## src/iac_cfg.svh

```systemverilog
// Register offsets, field positions, codes and reset values of the indirect access block
//
// Summary of operation
// - The core-wide space is reached through an index register at core_space_index and a data register at core_space_data of bus 0 device 0, data accesses acting on the indexed location.
// - Core-select code 0x5 in index bits 18:16 routes data accesses to the southbridge link core only, and 0x4 to general port core one only.
// - Core-select codes 0x6, 0x7 and 0x3 route data accesses to general port core two, three-a and three-b only.
// - All five link cores are reached, one at a time, through the single core-wide index and data pair.
// - Each port bridge on devices 2 to 7 and 9 to 13 has its own 16-bit index at core_space_index and 32-bit data register at core_space_data.
// - The host-link space uses an 8-bit index in bits 7:0 of host_link_space_index and a 32-bit data register at host_link_space_data on device 0.
// - Host-link data writes take effect only while bit 8 of the host-link index register is set.
// - The miscellaneous space uses an index in bits 7:0 of misc_space_index and a 32-bit data register at misc_space_data on device 0.
// - Miscellaneous data writes take effect only while bit 7 of the miscellaneous index register is set.
// - The clock-control function at device 0 function 1 is absent after reset and visible only while bit 0 of offset 0x4c is 1.
// - The clock-control function implements no device or vendor identification register.
`ifndef IAC_CFG_SVH
`define IAC_CFG_SVH

// ----------------------------------------------------------------------------
// Device and function numbers
// ----------------------------------------------------------------------------
`define IAC_DEV_BRIDGE     5'h00
`define IAC_FUNC_MAIN      3'h0
`define IAC_FUNC_CLK       3'h1
`define IAC_PORT_DEV_A_LO  5'h02
`define IAC_PORT_DEV_A_HI  5'h07
`define IAC_PORT_DEV_B_LO  5'h09
`define IAC_PORT_DEV_B_HI  5'h0d
`define IAC_SLOT_BASE_A    4'h2
`define IAC_SLOT_BASE_B    4'h3

// ----------------------------------------------------------------------------
// Configuration offsets
// ----------------------------------------------------------------------------
`define IAC_OFF_VIS        8'h4c
`define IAC_OFF_MISC_IDX   8'h60
`define IAC_OFF_MISC_DAT   8'h64
`define IAC_OFF_HOST_IDX   8'h94
`define IAC_OFF_HOST_DAT   8'h98
`define IAC_OFF_CORE_IDX   8'he0
`define IAC_OFF_CORE_DAT   8'he4
`define IAC_OFF_ID         8'h00

// ----------------------------------------------------------------------------
// Field positions and codes
// ----------------------------------------------------------------------------
`define IAC_SEL_HI         18
`define IAC_SEL_LO         16
`define IAC_SEL_SB         3'h5
`define IAC_SEL_GP1        3'h4
`define IAC_SEL_GP2        3'h6
`define IAC_SEL_GP3A       3'h7
`define IAC_SEL_GP3B       3'h3
`define IAC_HOST_WEN_BIT   8
`define IAC_MISC_WEN_BIT   7
`define IAC_VIS_BIT        0

// ----------------------------------------------------------------------------
// Reset and answer values
// ----------------------------------------------------------------------------
`define IAC_RST_WORD       32'h0000_0000
`define IAC_RD_ABSENT      32'hffff_ffff
`define IAC_RD_ZERO        32'h0000_0000

`endif

```

## src/iac_pkg.sv

```systemverilog
// Types shared by the indirect access block
package iac_pkg;

    typedef enum logic [2:0] {
        IAC_SP_CORE,
        IAC_SP_PORT,
        IAC_SP_HOST,
        IAC_SP_MISC,
        IAC_SP_CLK
    } iac_space_t;

    typedef enum logic [1:0] {
        IAC_ST_IDLE,
        IAC_ST_LOOK,
        IAC_ST_RESP
    } iac_state_t;

endpackage : iac_pkg

```

## src/iac_indirect_access.sv

```systemverilog
// Configuration-space index/data pairs that reach the internal indirect register spaces
`timescale 1ns/10ps
`include "iac_cfg.svh"
module iac_indirect_access
    import iac_pkg::*;
#(
    parameter int NUM_PORTS   = 11,
    parameter int PORT_IDX_W  = 16
) (
    input  wire logic        clk_in,
    input  wire logic        rst_in,
    input  wire logic        cfg_req_in,
    input  wire logic        cfg_wr_in,
    input  wire logic [4:0]  cfg_dev_in,
    input  wire logic [2:0]  cfg_func_in,
    input  wire logic [7:0]  cfg_reg_in,
    input  wire logic [31:0] cfg_wdata_in,
    output logic             cfg_ready_out,
    output logic             cfg_ack_out,
    output logic             cfg_hit_out,
    output logic      [31:0] cfg_rdata_out,
    output logic             ind_req_out,
    output logic             ind_wr_out,
    output iac_space_t       ind_space_out,
    output logic      [3:0]  ind_target_out,
    output logic      [15:0] ind_addr_out,
    output logic      [31:0] ind_wdata_out,
    input  wire logic [31:0] ind_rdata_in
);
    localparam int SLOT_W = 4;

    initial begin
        if (NUM_PORTS != 11 || PORT_IDX_W != 16)
            $error("iac_indirect_access: port count and index width are fixed by the map");
    end

    // ------------------------------------------------------------------------
    // Request capture and sequencing
    // ------------------------------------------------------------------------
    iac_state_t  state_q, state_d;
    logic        wr_q;
    logic [4:0]  dev_q;
    logic [2:0]  func_q;
    logic [7:0]  reg_q;
    logic [31:0] wdata_q;
    logic [31:0] vis_q, misc_idx_q, host_idx_q, core_idx_q;
    logic        hit_q;
    logic [31:0] rdata_q;

    wire take    = cfg_req_in && state_q == IAC_ST_IDLE;
    wire in_look = state_q == IAC_ST_LOOK;

    always_comb begin
        state_d = state_q;
        unique case (state_q)
            IAC_ST_IDLE: if (cfg_req_in) state_d = IAC_ST_LOOK;
            IAC_ST_LOOK: state_d = IAC_ST_RESP;
            IAC_ST_RESP: state_d = IAC_ST_IDLE;
        endcase
    end

    always_ff @(posedge clk_in) begin
        if (rst_in)
            state_q <= IAC_ST_IDLE;
        else
            state_q <= state_d;
    end

    always_ff @(posedge clk_in) begin
        if (rst_in) begin
            wr_q    <= 1'b0;
            dev_q   <= '0;
            func_q  <= '0;
            reg_q   <= '0;
            wdata_q <= `IAC_RST_WORD;
        end else if (take) begin
            wr_q    <= cfg_wr_in;
            dev_q   <= cfg_dev_in;
            func_q  <= cfg_func_in;
            reg_q   <= {cfg_reg_in[7:2], 2'b00};
            wdata_q <= cfg_wdata_in;
        end
    end

    // ------------------------------------------------------------------------
    // Function and register decode
    // ------------------------------------------------------------------------
    wire is_br   = dev_q == `IAC_DEV_BRIDGE && func_q == `IAC_FUNC_MAIN;
    wire is_clk  = dev_q == `IAC_DEV_BRIDGE && func_q == `IAC_FUNC_CLK;
    wire clk_vis = vis_q[`IAC_VIS_BIT];
    wire port_a  = dev_q >= `IAC_PORT_DEV_A_LO && dev_q <= `IAC_PORT_DEV_A_HI;
    wire port_b  = dev_q >= `IAC_PORT_DEV_B_LO && dev_q <= `IAC_PORT_DEV_B_HI;
    wire is_port = func_q == `IAC_FUNC_MAIN && (port_a || port_b);
    wire hit     = is_br || is_port || (is_clk && clk_vis);

    wire hit_vis      = is_br && reg_q == `IAC_OFF_VIS;
    wire hit_misc_idx = is_br && reg_q == `IAC_OFF_MISC_IDX;
    wire hit_misc_dat = is_br && reg_q == `IAC_OFF_MISC_DAT;
    wire hit_host_idx = is_br && reg_q == `IAC_OFF_HOST_IDX;
    wire hit_host_dat = is_br && reg_q == `IAC_OFF_HOST_DAT;
    wire hit_core_idx = is_br && reg_q == `IAC_OFF_CORE_IDX;
    wire hit_core_dat = is_br && reg_q == `IAC_OFF_CORE_DAT;
    wire hit_port_idx = is_port && reg_q == `IAC_OFF_CORE_IDX;
    wire hit_port_dat = is_port && reg_q == `IAC_OFF_CORE_DAT;
    wire hit_clk      = is_clk && clk_vis;

    // core-select field and the five accepted core codes
    wire [2:0] core_sel = core_idx_q[`IAC_SEL_HI:`IAC_SEL_LO];
    wire sel_r2  = core_sel == `IAC_SEL_SB || core_sel == `IAC_SEL_GP1;
    wire sel_r3  = core_sel == `IAC_SEL_GP2 || core_sel == `IAC_SEL_GP3A
                   || core_sel == `IAC_SEL_GP3B;
    wire sel_ok  = sel_r2 || sel_r3;
    wire host_wen = host_idx_q[`IAC_HOST_WEN_BIT];
    wire misc_wen = misc_idx_q[`IAC_MISC_WEN_BIT];

    // ------------------------------------------------------------------------
    // Bridge index registers
    // ------------------------------------------------------------------------
    wire wr_look = in_look && wr_q;

    always_ff @(posedge clk_in) begin
        if (rst_in) begin
            vis_q      <= `IAC_RST_WORD;
            misc_idx_q <= `IAC_RST_WORD;
            host_idx_q <= `IAC_RST_WORD;
            core_idx_q <= `IAC_RST_WORD;
        end else begin
            if (wr_look && hit_vis)      vis_q      <= wdata_q;
            if (wr_look && hit_misc_idx) misc_idx_q <= wdata_q;
            if (wr_look && hit_host_idx) host_idx_q <= wdata_q;
            if (wr_look && hit_core_idx) core_idx_q <= wdata_q;
        end
    end

    // ------------------------------------------------------------------------
    // Per-port index storage
    // ------------------------------------------------------------------------
    wire in_a = cfg_dev_in <= `IAC_PORT_DEV_A_HI;
    wire [SLOT_W-1:0] rd_slot = cfg_dev_in[3:0]
                                - (in_a ? `IAC_SLOT_BASE_A : `IAC_SLOT_BASE_B);
    wire [SLOT_W-1:0] slot_q  = dev_q[3:0]
                                - (port_a ? `IAC_SLOT_BASE_A : `IAC_SLOT_BASE_B);
    logic [PORT_IDX_W-1:0] port_idx;

    // one index per port, read at the accepting edge from cfg_dev_in and used in the look cycle
    iac_port_index_mem #(
        .DEPTH (NUM_PORTS),
        .WIDTH (PORT_IDX_W),
        .AW    (SLOT_W)
    ) u_port_mem (
        .clk_in    (clk_in),
        .rst_in    (rst_in),
        .we_in     (wr_look && hit_port_idx),
        .waddr_in  (slot_q),
        .wdata_in  (wdata_q[PORT_IDX_W-1:0]),
        .raddr_in  (rd_slot),
        .rdata_out (port_idx)
    );

    // ------------------------------------------------------------------------
    // Indirect access issue
    // ------------------------------------------------------------------------
    // unknown core codes issue nothing
    wire go_core = hit_core_dat && sel_ok;
    wire go_host = hit_host_dat && (!wr_q || host_wen);
    wire go_misc = hit_misc_dat && (!wr_q || misc_wen);
    wire go_clk  = hit_clk && reg_q != `IAC_OFF_ID;

    // data accesses reach the indexed location
    assign ind_req_out   = in_look && (go_core || hit_port_dat || go_host || go_misc || go_clk);
    assign ind_wr_out    = wr_q;
    assign ind_wdata_out = wdata_q;
    assign ind_space_out = hit_port_dat ? IAC_SP_PORT :
                           hit_host_dat ? IAC_SP_HOST :
                           hit_misc_dat ? IAC_SP_MISC :
                           is_clk       ? IAC_SP_CLK  : IAC_SP_CORE;
    // one pair serves all five cores
    assign ind_target_out = hit_port_dat ? slot_q : {1'b0, core_sel};
    // host-link 8-bit index; miscellaneous 8-bit index
    assign ind_addr_out  = hit_port_dat ? port_idx :
                           hit_host_dat ? {8'h00, host_idx_q[7:0]} :
                           hit_misc_dat ? {8'h00, misc_idx_q[7:0]} :
                           is_clk       ? {8'h00, reg_q} : core_idx_q[15:0];

    // ------------------------------------------------------------------------
    // Answer
    // ------------------------------------------------------------------------
    // refused core reads return zero
    wire [31:0] rd_word = !hit          ? `IAC_RD_ABSENT :
                          ind_req_out   ? ind_rdata_in :
                          hit_vis       ? vis_q :
                          hit_misc_idx  ? misc_idx_q :
                          hit_host_idx  ? host_idx_q :
                          hit_core_idx  ? core_idx_q :
                          hit_port_idx  ? {16'h0000, port_idx} : `IAC_RD_ZERO;

    always_ff @(posedge clk_in) begin
        if (rst_in) begin
            hit_q   <= 1'b0;
            rdata_q <= `IAC_RD_ZERO;
        end else if (in_look) begin
            hit_q   <= hit;
            rdata_q <= wr_q ? `IAC_RD_ZERO : rd_word;
        end
    end

    assign cfg_ready_out = state_q == IAC_ST_IDLE;
    assign cfg_ack_out   = state_q == IAC_ST_RESP;
    assign cfg_hit_out   = hit_q;
    assign cfg_rdata_out = rdata_q;
endmodule : iac_indirect_access

```

## src/iac_port_index_mem.sv

```systemverilog
// Per-port index storage with registered read data
`timescale 1ns/10ps
module iac_port_index_mem #(
    parameter int DEPTH = 11,
    parameter int WIDTH = 16,
    parameter int AW    = 4
) (
    input  wire logic             clk_in,
    input  wire logic             rst_in,
    input  wire logic             we_in,
    input  wire logic [AW-1:0]    waddr_in,
    input  wire logic [WIDTH-1:0] wdata_in,
    input  wire logic [AW-1:0]    raddr_in,
    output logic      [WIDTH-1:0] rdata_out
);
    logic [WIDTH-1:0] mem_q [DEPTH];

    initial begin
        if (DEPTH > (1 << AW) || DEPTH < 1)
            $error("iac_port_index_mem: depth does not fit address width");
    end

    // ------------------------------------------------------------------------
    // Storage, one entry per port bridge
    // ------------------------------------------------------------------------
    for (genvar i = 0; i < DEPTH; i++) begin : g_ent
        always_ff @(posedge clk_in) begin
            if (rst_in)
                mem_q[i] <= '0;
            else if (we_in && waddr_in == AW'(i))
                mem_q[i] <= wdata_in;
        end
    end

    always_ff @(posedge clk_in) begin
        if (rst_in)
            rdata_out <= '0;
        else if (int'(raddr_in) < DEPTH)
            rdata_out <= mem_q[raddr_in];
        else
            rdata_out <= '0;
    end

endmodule : iac_port_index_mem

```

## config.mk

```make
export PLATFORM = sky130hd
export DESIGN_NAME = iac_indirect_access
export DESIGN_NICKNAME = d
export VERILOG_FILES = /design/src/iac_pkg.sv /design/src/iac_indirect_access.sv /design/src/iac_port_index_mem.sv
export VERILOG_INCLUDE_DIRS = /design/src /design/src/src
export SDC_FILE = /design/constraint.sdc
export NUM_CORES = 1
export LEC_CHECK = 0
export BUFFER_PORTS_ARGS = -buffer_cell sky130_fd_sc_hd__clkbuf_2
export CORE_MARGIN = 10
export CORE_UTILIZATION = 59
export CTS_CLUSTER_SIZE = 30
export DETAILED_ROUTE_END_ITERATION = 8
export PLACE_DENSITY = 0.81
export REMOVE_ABC_BUFFERS = 1
export SKIP_LAST_GASP = 1
export SLEW_MARGIN = 40
export SYNTH_ARGS = -nofsm -noshare
export SYNTH_HDL_FRONTEND = slang
export SYNTH_SLANG_ARGS = --single-unit
```

## constraint.sdc

```tcl
create_clock -name clk_in -period 3.4 [get_ports clk_in]
set_clock_uncertainty 0.1 [all_clocks]
set_input_delay 0.68 -clock clk_in [delete_from_list [all_inputs] [get_ports clk_in]]
set_output_delay 0.68 -clock clk_in [all_outputs]
set_load 0.01 [all_outputs]
```

==> results of run 1 <==
[Yosys cell counts, types with 20 or more instances]
master	n
sky130_fd_sc_hd__a211oi_1	33
sky130_fd_sc_hd__a21oi_1	231
sky130_fd_sc_hd__a221oi_1	29
sky130_fd_sc_hd__and2_1	181
sky130_fd_sc_hd__buf_2	29
sky130_fd_sc_hd__clkbuf_1	103
sky130_fd_sc_hd__dfxtp_1	226
sky130_fd_sc_hd__edfxtp_1	176
sky130_fd_sc_hd__mux2i_1	34
sky130_fd_sc_hd__mux4_2	32
sky130_fd_sc_hd__nand2_1	391
sky130_fd_sc_hd__nand3_1	20
sky130_fd_sc_hd__nor2_1	50
sky130_fd_sc_hd__o21ai_0	32
[power by group through the flow]
stage	combinational [mW]	sequential (mW)	clock (mW)
after floorplan	0.788	5.59	0
after global placement	1.52	5.57	0
after detailed placement	1.56	5.59	0
after CTS	1.58	5.49	4.57
after global routing	1.76	5.52	4.75
final	1.63	5.50	4.55
[repair_timing]
item / in CTS / in global routing
endpoints found under the setup margin: 16 / 18
buffers inserted: 0 / 5
pin swaps: 1 / 6
hold endpoints to repair: 0 / 0
hold buffers: 0 / 0
gates resized for setup: 9 / 14
[worst max-delay path by stage]
stage | end | start | slack [ns] | cells past startpoint
floorplan | u_port_mem.rdata_out[0] | cfg_dev_in[4] | -0.55 | 5
global placement | u_port_mem.rdata_out[11] | cfg_dev_in[3] | 0.29 | 9
detailed placement | u_port_mem.rdata_out[11] | cfg_dev_in[3] | 0.19 | 9
CTS | ind_addr_out[6] | dev_q[1] | -0.005 | 6
global route | ind_addr_out[4] | dev_q[0] | -0.15 | 7
finish | ind_addr_out[4] | dev_q[0] | -0.06 | 7
[state kept, by name, summed over array words and instances, names as in the netlist, 3 cells and up]
| name | cells |
|---|---|
| u_port_mem.rdata_out | 16 |
| vis_q | 32 |
| dev_q | 5 |
| func_q | 3 |
| host_idx_q | 32 |
| ind_wdata_out | 32 |
| misc_idx_q | 32 |
| cfg_rdata_out | 32 |
| core_idx_q | 32 |
| reg_q | 6 |
| u_port_mem.mem_q | 176 |
[worst max-delay path, delay by kind of cell, from the launching register on]
kind / cells / cell delay, ns
multiplexers: 1 / 0.28
buffers and inverters: 2 / 0.31
AO/OA/AOI/OAI: 2 / 0.49
flip-flops: 1 / 0.36
AND/OR/NAND/NOR: 2 / 0.71
[routing by layer]
| metal | global-route usage | wire [um] | share of wire |
|---|---|---|---|
| met3 | 0.06674 | 6175 | 0.12 |
| met2 | 0.4296 | 24740 | 0.46 |
| met4 | 0.08887 | 1660 | 0.031 |
| met1 | 0.3620 | 21100 | 0.39 |
| met5 | 0 | 13 | 0.00024 |
[through the flow]
step / power [mW] / cell area (um2) / setup TNS, ns
floorplan: 6.375 / 17240 / -16.25
global placement: 7.095 / 19350 / 0
detailed placement: 7.152 / 19360 / 0
CTS: 11.64 / 20730 / -0.004642
global route: 12.03 / 20840 / -0.5624
finish: 11.68 / 20840 / -0.08549
[cells by family after synthesis]
logic type               after synthesis  share of synthesized area
XOR/XNOR                               4                   0.001959
adder cells (fa/ha/maj)                8                   0.005597
flip-flops                           402                     0.5485
AO/OA/AOI/OAI                        438                     0.1527
AND/OR/NAND/NOR                      705                     0.1896
buffers and inverters                163                    0.03918
multiplexers                          71                    0.06247
[cell type report]
cell class | instances | area (um2)
inverter | 16 | 60.06
timing repair buffer | 263 | 1634
multi-input combinational | 1226 | 7485
clock inverter | 19 | 212.7
sequential | 402 | 9817
clock buffer | 55 | 1141
fill | 2206 | 8959
tap | 390 | 488.0
==> metrics.txt, run 1 <==
result of the run=complete, but fails checks; failing checks=negative setup slack; top-level I/O count=176; insertion delay of the later-clocked pin in the worst-skew pair=0.53 ns; worst hold-check path type=input port to register; fraction of layout cells with a size suffix above 1=0.2049; final worst setup slack=-0.06338 ns; internal reg-to-reg setup slack=0.35 ns; end of the worst register-to-register path=u_port_mem.mem_q[1][12]; Worst-path clk slew=0.06 ns; Residual DRC=0; Row Count=63; length in cells of the worst reg-to-reg path=8; Detailed Route Iter0 Violations=1729; share of the yosys chip area belonging to registers=0.5485; cell depth of the worst hold path=3; cell internal pwr=8.557 mW; H-tree levels=2; largest vdd supply drop=0.5189 mV; critical path arrival=2.68 ns; proportion of synthesized flip-flops having asynchronous set or reset=0; most common cell after layout, fill and taps aside=sky130_fd_sc_hd__nand2_1; required time at the endpoint of the critical path=2.62 ns; startpoint of the worst-slack reg-to-reg timing path=dev_q[2]; worst hold start=cfg_wdata_in[6]; starting density of the core=0.6002; number of register bits inferred by synthesis=402; Max-Slew Margin vs Limit=0.4107; slowest library cell on the worst path=sky130_fd_sc_hd__nor4_4; port bufs=173; pwr dens=560.8 mW/mm2; leakage power=7.769 nW; total die area=0.03768 mm2; Pins Over Slew Limit=0; vias in the first global route=14664; net switching power of the design=3.128 mW; setup repair after global routing missed its margin=yes; power share of the sequential group=0.471; count of placed standard cells in the final layout, fillers left out=2371; detailed placer's ending HPWL=34620 um; Num CTS Buffers=42; Synth area leader=sky130_fd_sc_hd__edfxtp_1; final count of negative-setup-slack endpoints=2; CTS tree=yes; number of synthesized flops with an enable pin=176; clock network fraction of total power=0.389; count of cell types in the netlist=69; Critical Path, Cell by Cell=nor4_4 > and3_4 > buf_6 > mux2_4 > a222oi_1 > a21oi_1 > buf_2; final core utilization=0.6993; top_reg_cell synth=sky130_fd_sc_hd__dfxtp_1; proportion of netlist area held by the largest area contributor=0.2955; DRT antenna net count=0; antenna violations before repair=1; number of vias in the routed layout=14737; post-synthesis instance total=1791; ratio of routed vias to standard cells=6.216; crit path launch type=register; Worst Hold Margin=0.2708 ns; CP Class=register to output port; combinational group share of total power=0.140; final count of hold timing violations=0; synth-to-layout area growth=16.51%; Clock Tree Buf Depth=3; antenna diode instance count=0; floorplan core area=0.02980 mm2; global-route wire length before repair=83140 um; time the final worst path needs with I/O delays and setup=3.463 ns; CTS Sinks=402; overall fraction of global-route tracks in use=0.2726; Synth area leaders=sky130_fd_sc_hd__edfxtp_1, sky130_fd_sc_hd__dfxtp_1, sky130_fd_sc_hd__nand2_1; Slew @ Worst Pin=0.8827 ns; pre-CTS setup slack=0.1871 ns; die height=194.1 um; combined area of all synthesized cells=0.01788 mm2; maxcap violations=0; highest-count cells in the layout ignoring fill and taps=sky130_fd_sc_hd__nand2_1, sky130_fd_sc_hd__a21oi_1, sky130_fd_sc_hd__dfxtp_1; Clock Root Buffer=sky130_fd_sc_hd__clkbuf_16; achievable frequency=288.7 MHz; Placer Congestion=0.9416; first drt pass iteration count=7; Post-Route WL=53690 um; biggest cell delay along the critical path=0.37 ns; global route total overflow=0; Critical Path Sink Type=output port; Net count, final=2043; Post-Syn Area per Cell=9.986 um2; overall die width=194.1 um; largest net degree at the start of global routing=91; Period Utilization, post-route=1.019; maximum fanout encountered on the critical timing path=6; placed instance count=2291; worst hold endpoint=ind_wdata_out[6]; Sw Ratio=0.2677; Routed WL per cell=22.64 um; synthesis warning total=0
Power figures use the tool's default switching activity.
==> run 2, diff against run 1 <==
--- a/config.mk
+++ b/config.mk
@@ -8,10 +8,11 @@
 export LEC_CHECK = 0
 export BUFFER_PORTS_ARGS = -buffer_cell sky130_fd_sc_hd__clkbuf_2
 export CORE_MARGIN = 10
-export CORE_UTILIZATION = 59
+export CORE_UTILIZATION = 61
+export CTS_BUF_LIST = sky130_fd_sc_hd__clkbuf_8
 export CTS_CLUSTER_SIZE = 30
 export DETAILED_ROUTE_END_ITERATION = 8
-export PLACE_DENSITY = 0.81
+export PLACE_DENSITY = 0.83
 export REMOVE_ABC_BUFFERS = 1
 export SKIP_LAST_GASP = 1
 export SLEW_MARGIN = 40
==> run 2 against run 1 <==
The flow still finishes with violations (negative setup slack). Utilization grew 2.6 points. Critical path depth unchanged. Critical endpoint is now ind_addr_out[6]. Non-clock buffer count increased by 6.
==> metrics.txt, run 2 (synthesis results as in run 1) <==
DRT antenna net count=0 (unchanged); timing startpoint of the critical path=dev_q[2]; leakage power=7.938 nW (+2.2%); largest vdd supply drop=0.5924 mV (+14%); Critical Path Sink Type=output port; end of the worst register-to-register path=u_port_mem.mem_q[9][9]; Critical Path, Cell by Cell=or4_4 > nor2_4 > o21ai_2 > buf_6 > a222oi_1 > a21oi_2 > clkbuf_2; highest-count cells in the layout ignoring fill and taps=sky130_fd_sc_hd__nand2_1, sky130_fd_sc_hd__a21oi_1, sky130_fd_sc_hd__dfxtp_1; CP Class=register to output port; final core utilization=0.7258 (+0.02643); Max-Slew Margin vs Limit=0.4137 (+0.002973); Clock Tree Buf Depth=3 (unchanged); Post-Route WL=53510 um (-0.34%); placed inst area=0.01940 mm2 (+0.23%); CTS tree=yes; most flop-heavy register=u_port_mem.mem_q; result of the run=complete, but fails checks; Levels on crit path=7 (unchanged); crit path launch type=register; CTS Sinks=402 (unchanged); Period Utilization, post-route=1.012 (-0.006370); first drt pass iteration count=8 (+1); overall fraction of global-route tracks in use=0.2857 (+0.01306); antenna diode instance count=0 (unchanged); Pins Over Slew Limit=0 (unchanged); Residual DRC=0 (unchanged); maxcap violations=0 (unchanged); flip-flop count of the largest register after layout=176 (unchanged); internal reg-to-reg setup slack=0.34 ns (about the same); largest delay contributor family on the critical path=simple AND/OR/NAND/NOR gates; critical path arrival=2.66 ns (-0.02 ns); Post-Layout Inst Area=0.02089 mm2 (+0.24%); synth-to-layout area growth=16.79%; Clock Root Buffer=sky130_fd_sc_hd__clkbuf_8; required time at the endpoint of the critical path=2.62 ns (about the same); die height=191.2 um (-1.5%); Placer Congestion=0.9450 (+0.36%); Num CTS Buffers=66 (+57%); time the final worst path needs with I/O delays and setup=3.442 ns (-0.02166 ns); insertion delay of the later-clocked pin in the worst-skew pair=0.62 ns (+0.09 ns); biggest cell delay along the critical path=0.57 ns (+0.20 ns); Routed WL per cell=22.15 um (-2.2%); total die area=0.03657 mm2 (-2.9%); Worst-path clk slew=0.06 ns (about the same); ratio of routed vias to standard cells=6.163 (-0.84%); achievable frequency=290.6 MHz (+0.63%); global route total overflow=0 (unchanged); Net count, final=2073 (+1.5%); vias in the first global route=14405 (-1.8%); worst hold-check path type=input port to register; global-route wire length before repair=81330 um (-2.2%); H-tree levels=3 (+1); Slew @ Worst Pin=0.8783 ns (-0.004453 ns); detailed placer's ending HPWL=35400 um (+2.3%); setup repair after global routing missed its margin=yes; fillcell total=2037 (-7.7%); termination of the worst setup path=ind_addr_out[6]; pwr dens=540.5 mW/mm2 (-3.6%); crit path buf inv count=2 (unchanged); top-level I/O count=176 (unchanged); largest net degree at the start of global routing=115 (+26%); length in cells of the worst reg-to-reg path=9 (+1); most common cell after layout, fill and taps aside=sky130_fd_sc_hd__nand2_1; maximum fanout encountered on the critical timing path=6 (unchanged); startpoint of the worst-slack reg-to-reg timing path=dev_q[3]; antenna violations before repair=0 (-1); floorplan core area=0.02878 mm2 (-3.4%); Detailed Route Iter0 Violations=1780 (+2.9%); final count of hold timing violations=0 (unchanged); Row Count=62 (-1.6%); fraction of layout cells with a size suffix above 1=0.2205 (+0.01553); failing checks=negative setup slack; final worst setup slack=-0.04172 ns (+0.02166 ns); final count of negative-setup-slack endpoints=2 (unchanged); starting density of the core=0.6214 (+0.02119); port bufs=173 (unchanged); slowest library cell on the worst path=sky130_fd_sc_hd__or4_4; overall die width=191.2 um (-1.5%); number of vias in the routed layout=14890 (+1.0%)
[run 2: cell count changes in the layout (fill, tap and decap cells not counted), sizes merged]
| cell | previous run | this run |
|---|---|---|
| buf | 92 | 98 |
| bufinv | 4 | 0 |
| clkbuf | 226 | 251 |
| clkinv | 13 | 12 |
| clkinvlp | 2 | 0 |
| dlymetal6s2s | 0 | 1 |
| inv | 16 | 42 |
[run 2: stage by stage]
step           setup slack (ns)  std cells  TNS (ns)  hold slack [ns]  power, mW
2_1_floorplan           -0.5461       1644    -16.25           0.3222      6.375
3_3_place_gp             0.2241       2287         0           0.3343      7.067
3_5_place_dp             0.2175       2288         0           0.3416      7.145
4_1_cts                -0.02168       2411  -0.02168           0.1703      11.26
5_1_grt                -0.06415       2416   -0.2120           0.1870      11.67
6_report               -0.04172       2416  -0.05375           0.1767      11.29
[run 2: where the power goes]
group          leakage, nW  total (mW)  switching [mW]  internal, mW
logic                 3.53        1.62            1.01         0.615
clock network        0.756        4.15            1.97          2.18
registers             3.65        5.51           0.244          5.27
[run 2: timing repair]
item                                    CTS  global route
pin swaps                                 6            13
hold buffers                              0             0
gates resized for setup                  18            16
endpoints found under the setup margin   14            18
setup buffers                             4             5
[run 2: how the worst min path moves through the flow]
stage	start	end	slack (ns)	cells past startpoint
floorplan	core_idx_q[31]	core_idx_q[31]	0.32	2
global placement	core_idx_q[19]	core_idx_q[19]	0.33	2
detailed placement	core_idx_q[29]	core_idx_q[29]	0.34	2
CTS	cfg_wdata_in[30]	ind_wdata_out[30]	0.17	3
global route	cfg_wdata_in[30]	ind_wdata_out[30]	0.19	3
finish	cfg_wr_in	ind_wr_out	0.18	3
[run 2: final cells by class]
| class | instances | area [um2] | area share |
|---|---|---|---|
| tap | 384 | 480.5 | 0.02300 |
| clock inverter | 38 | 191.4 | 0.009165 |
| multi-input combinational | 1226 | 7533 | 0.3607 |
| timing repair buffer | 269 | 1688 | 0.08081 |
| clock buffer | 81 | 1115 | 0.05337 |
| inverter | 16 | 60.06 | 0.002875 |
| sequential | 402 | 9819 | 0.4701 |
[run 2: tightest hold or removal path, delay by kind of cell]
| kind | cells | cell delay (ns) |
|---|---|---|
| AO/OA/AOI/OAI | 1 | 0.05 |
| buffers and inverters | 1 | 0.08 |
| AND/OR/NAND/NOR | 1 | 0.04 |
[run 2: metal layers]
layer,wire length [um],vias to the layer above,GRT usage
met5,0,-,0
met4,1664,0,0.1157
met1,20410,7042,0.3800
met3,7008,127,0.07671
li1,-,6725,-
met2,24430,996,0.4363
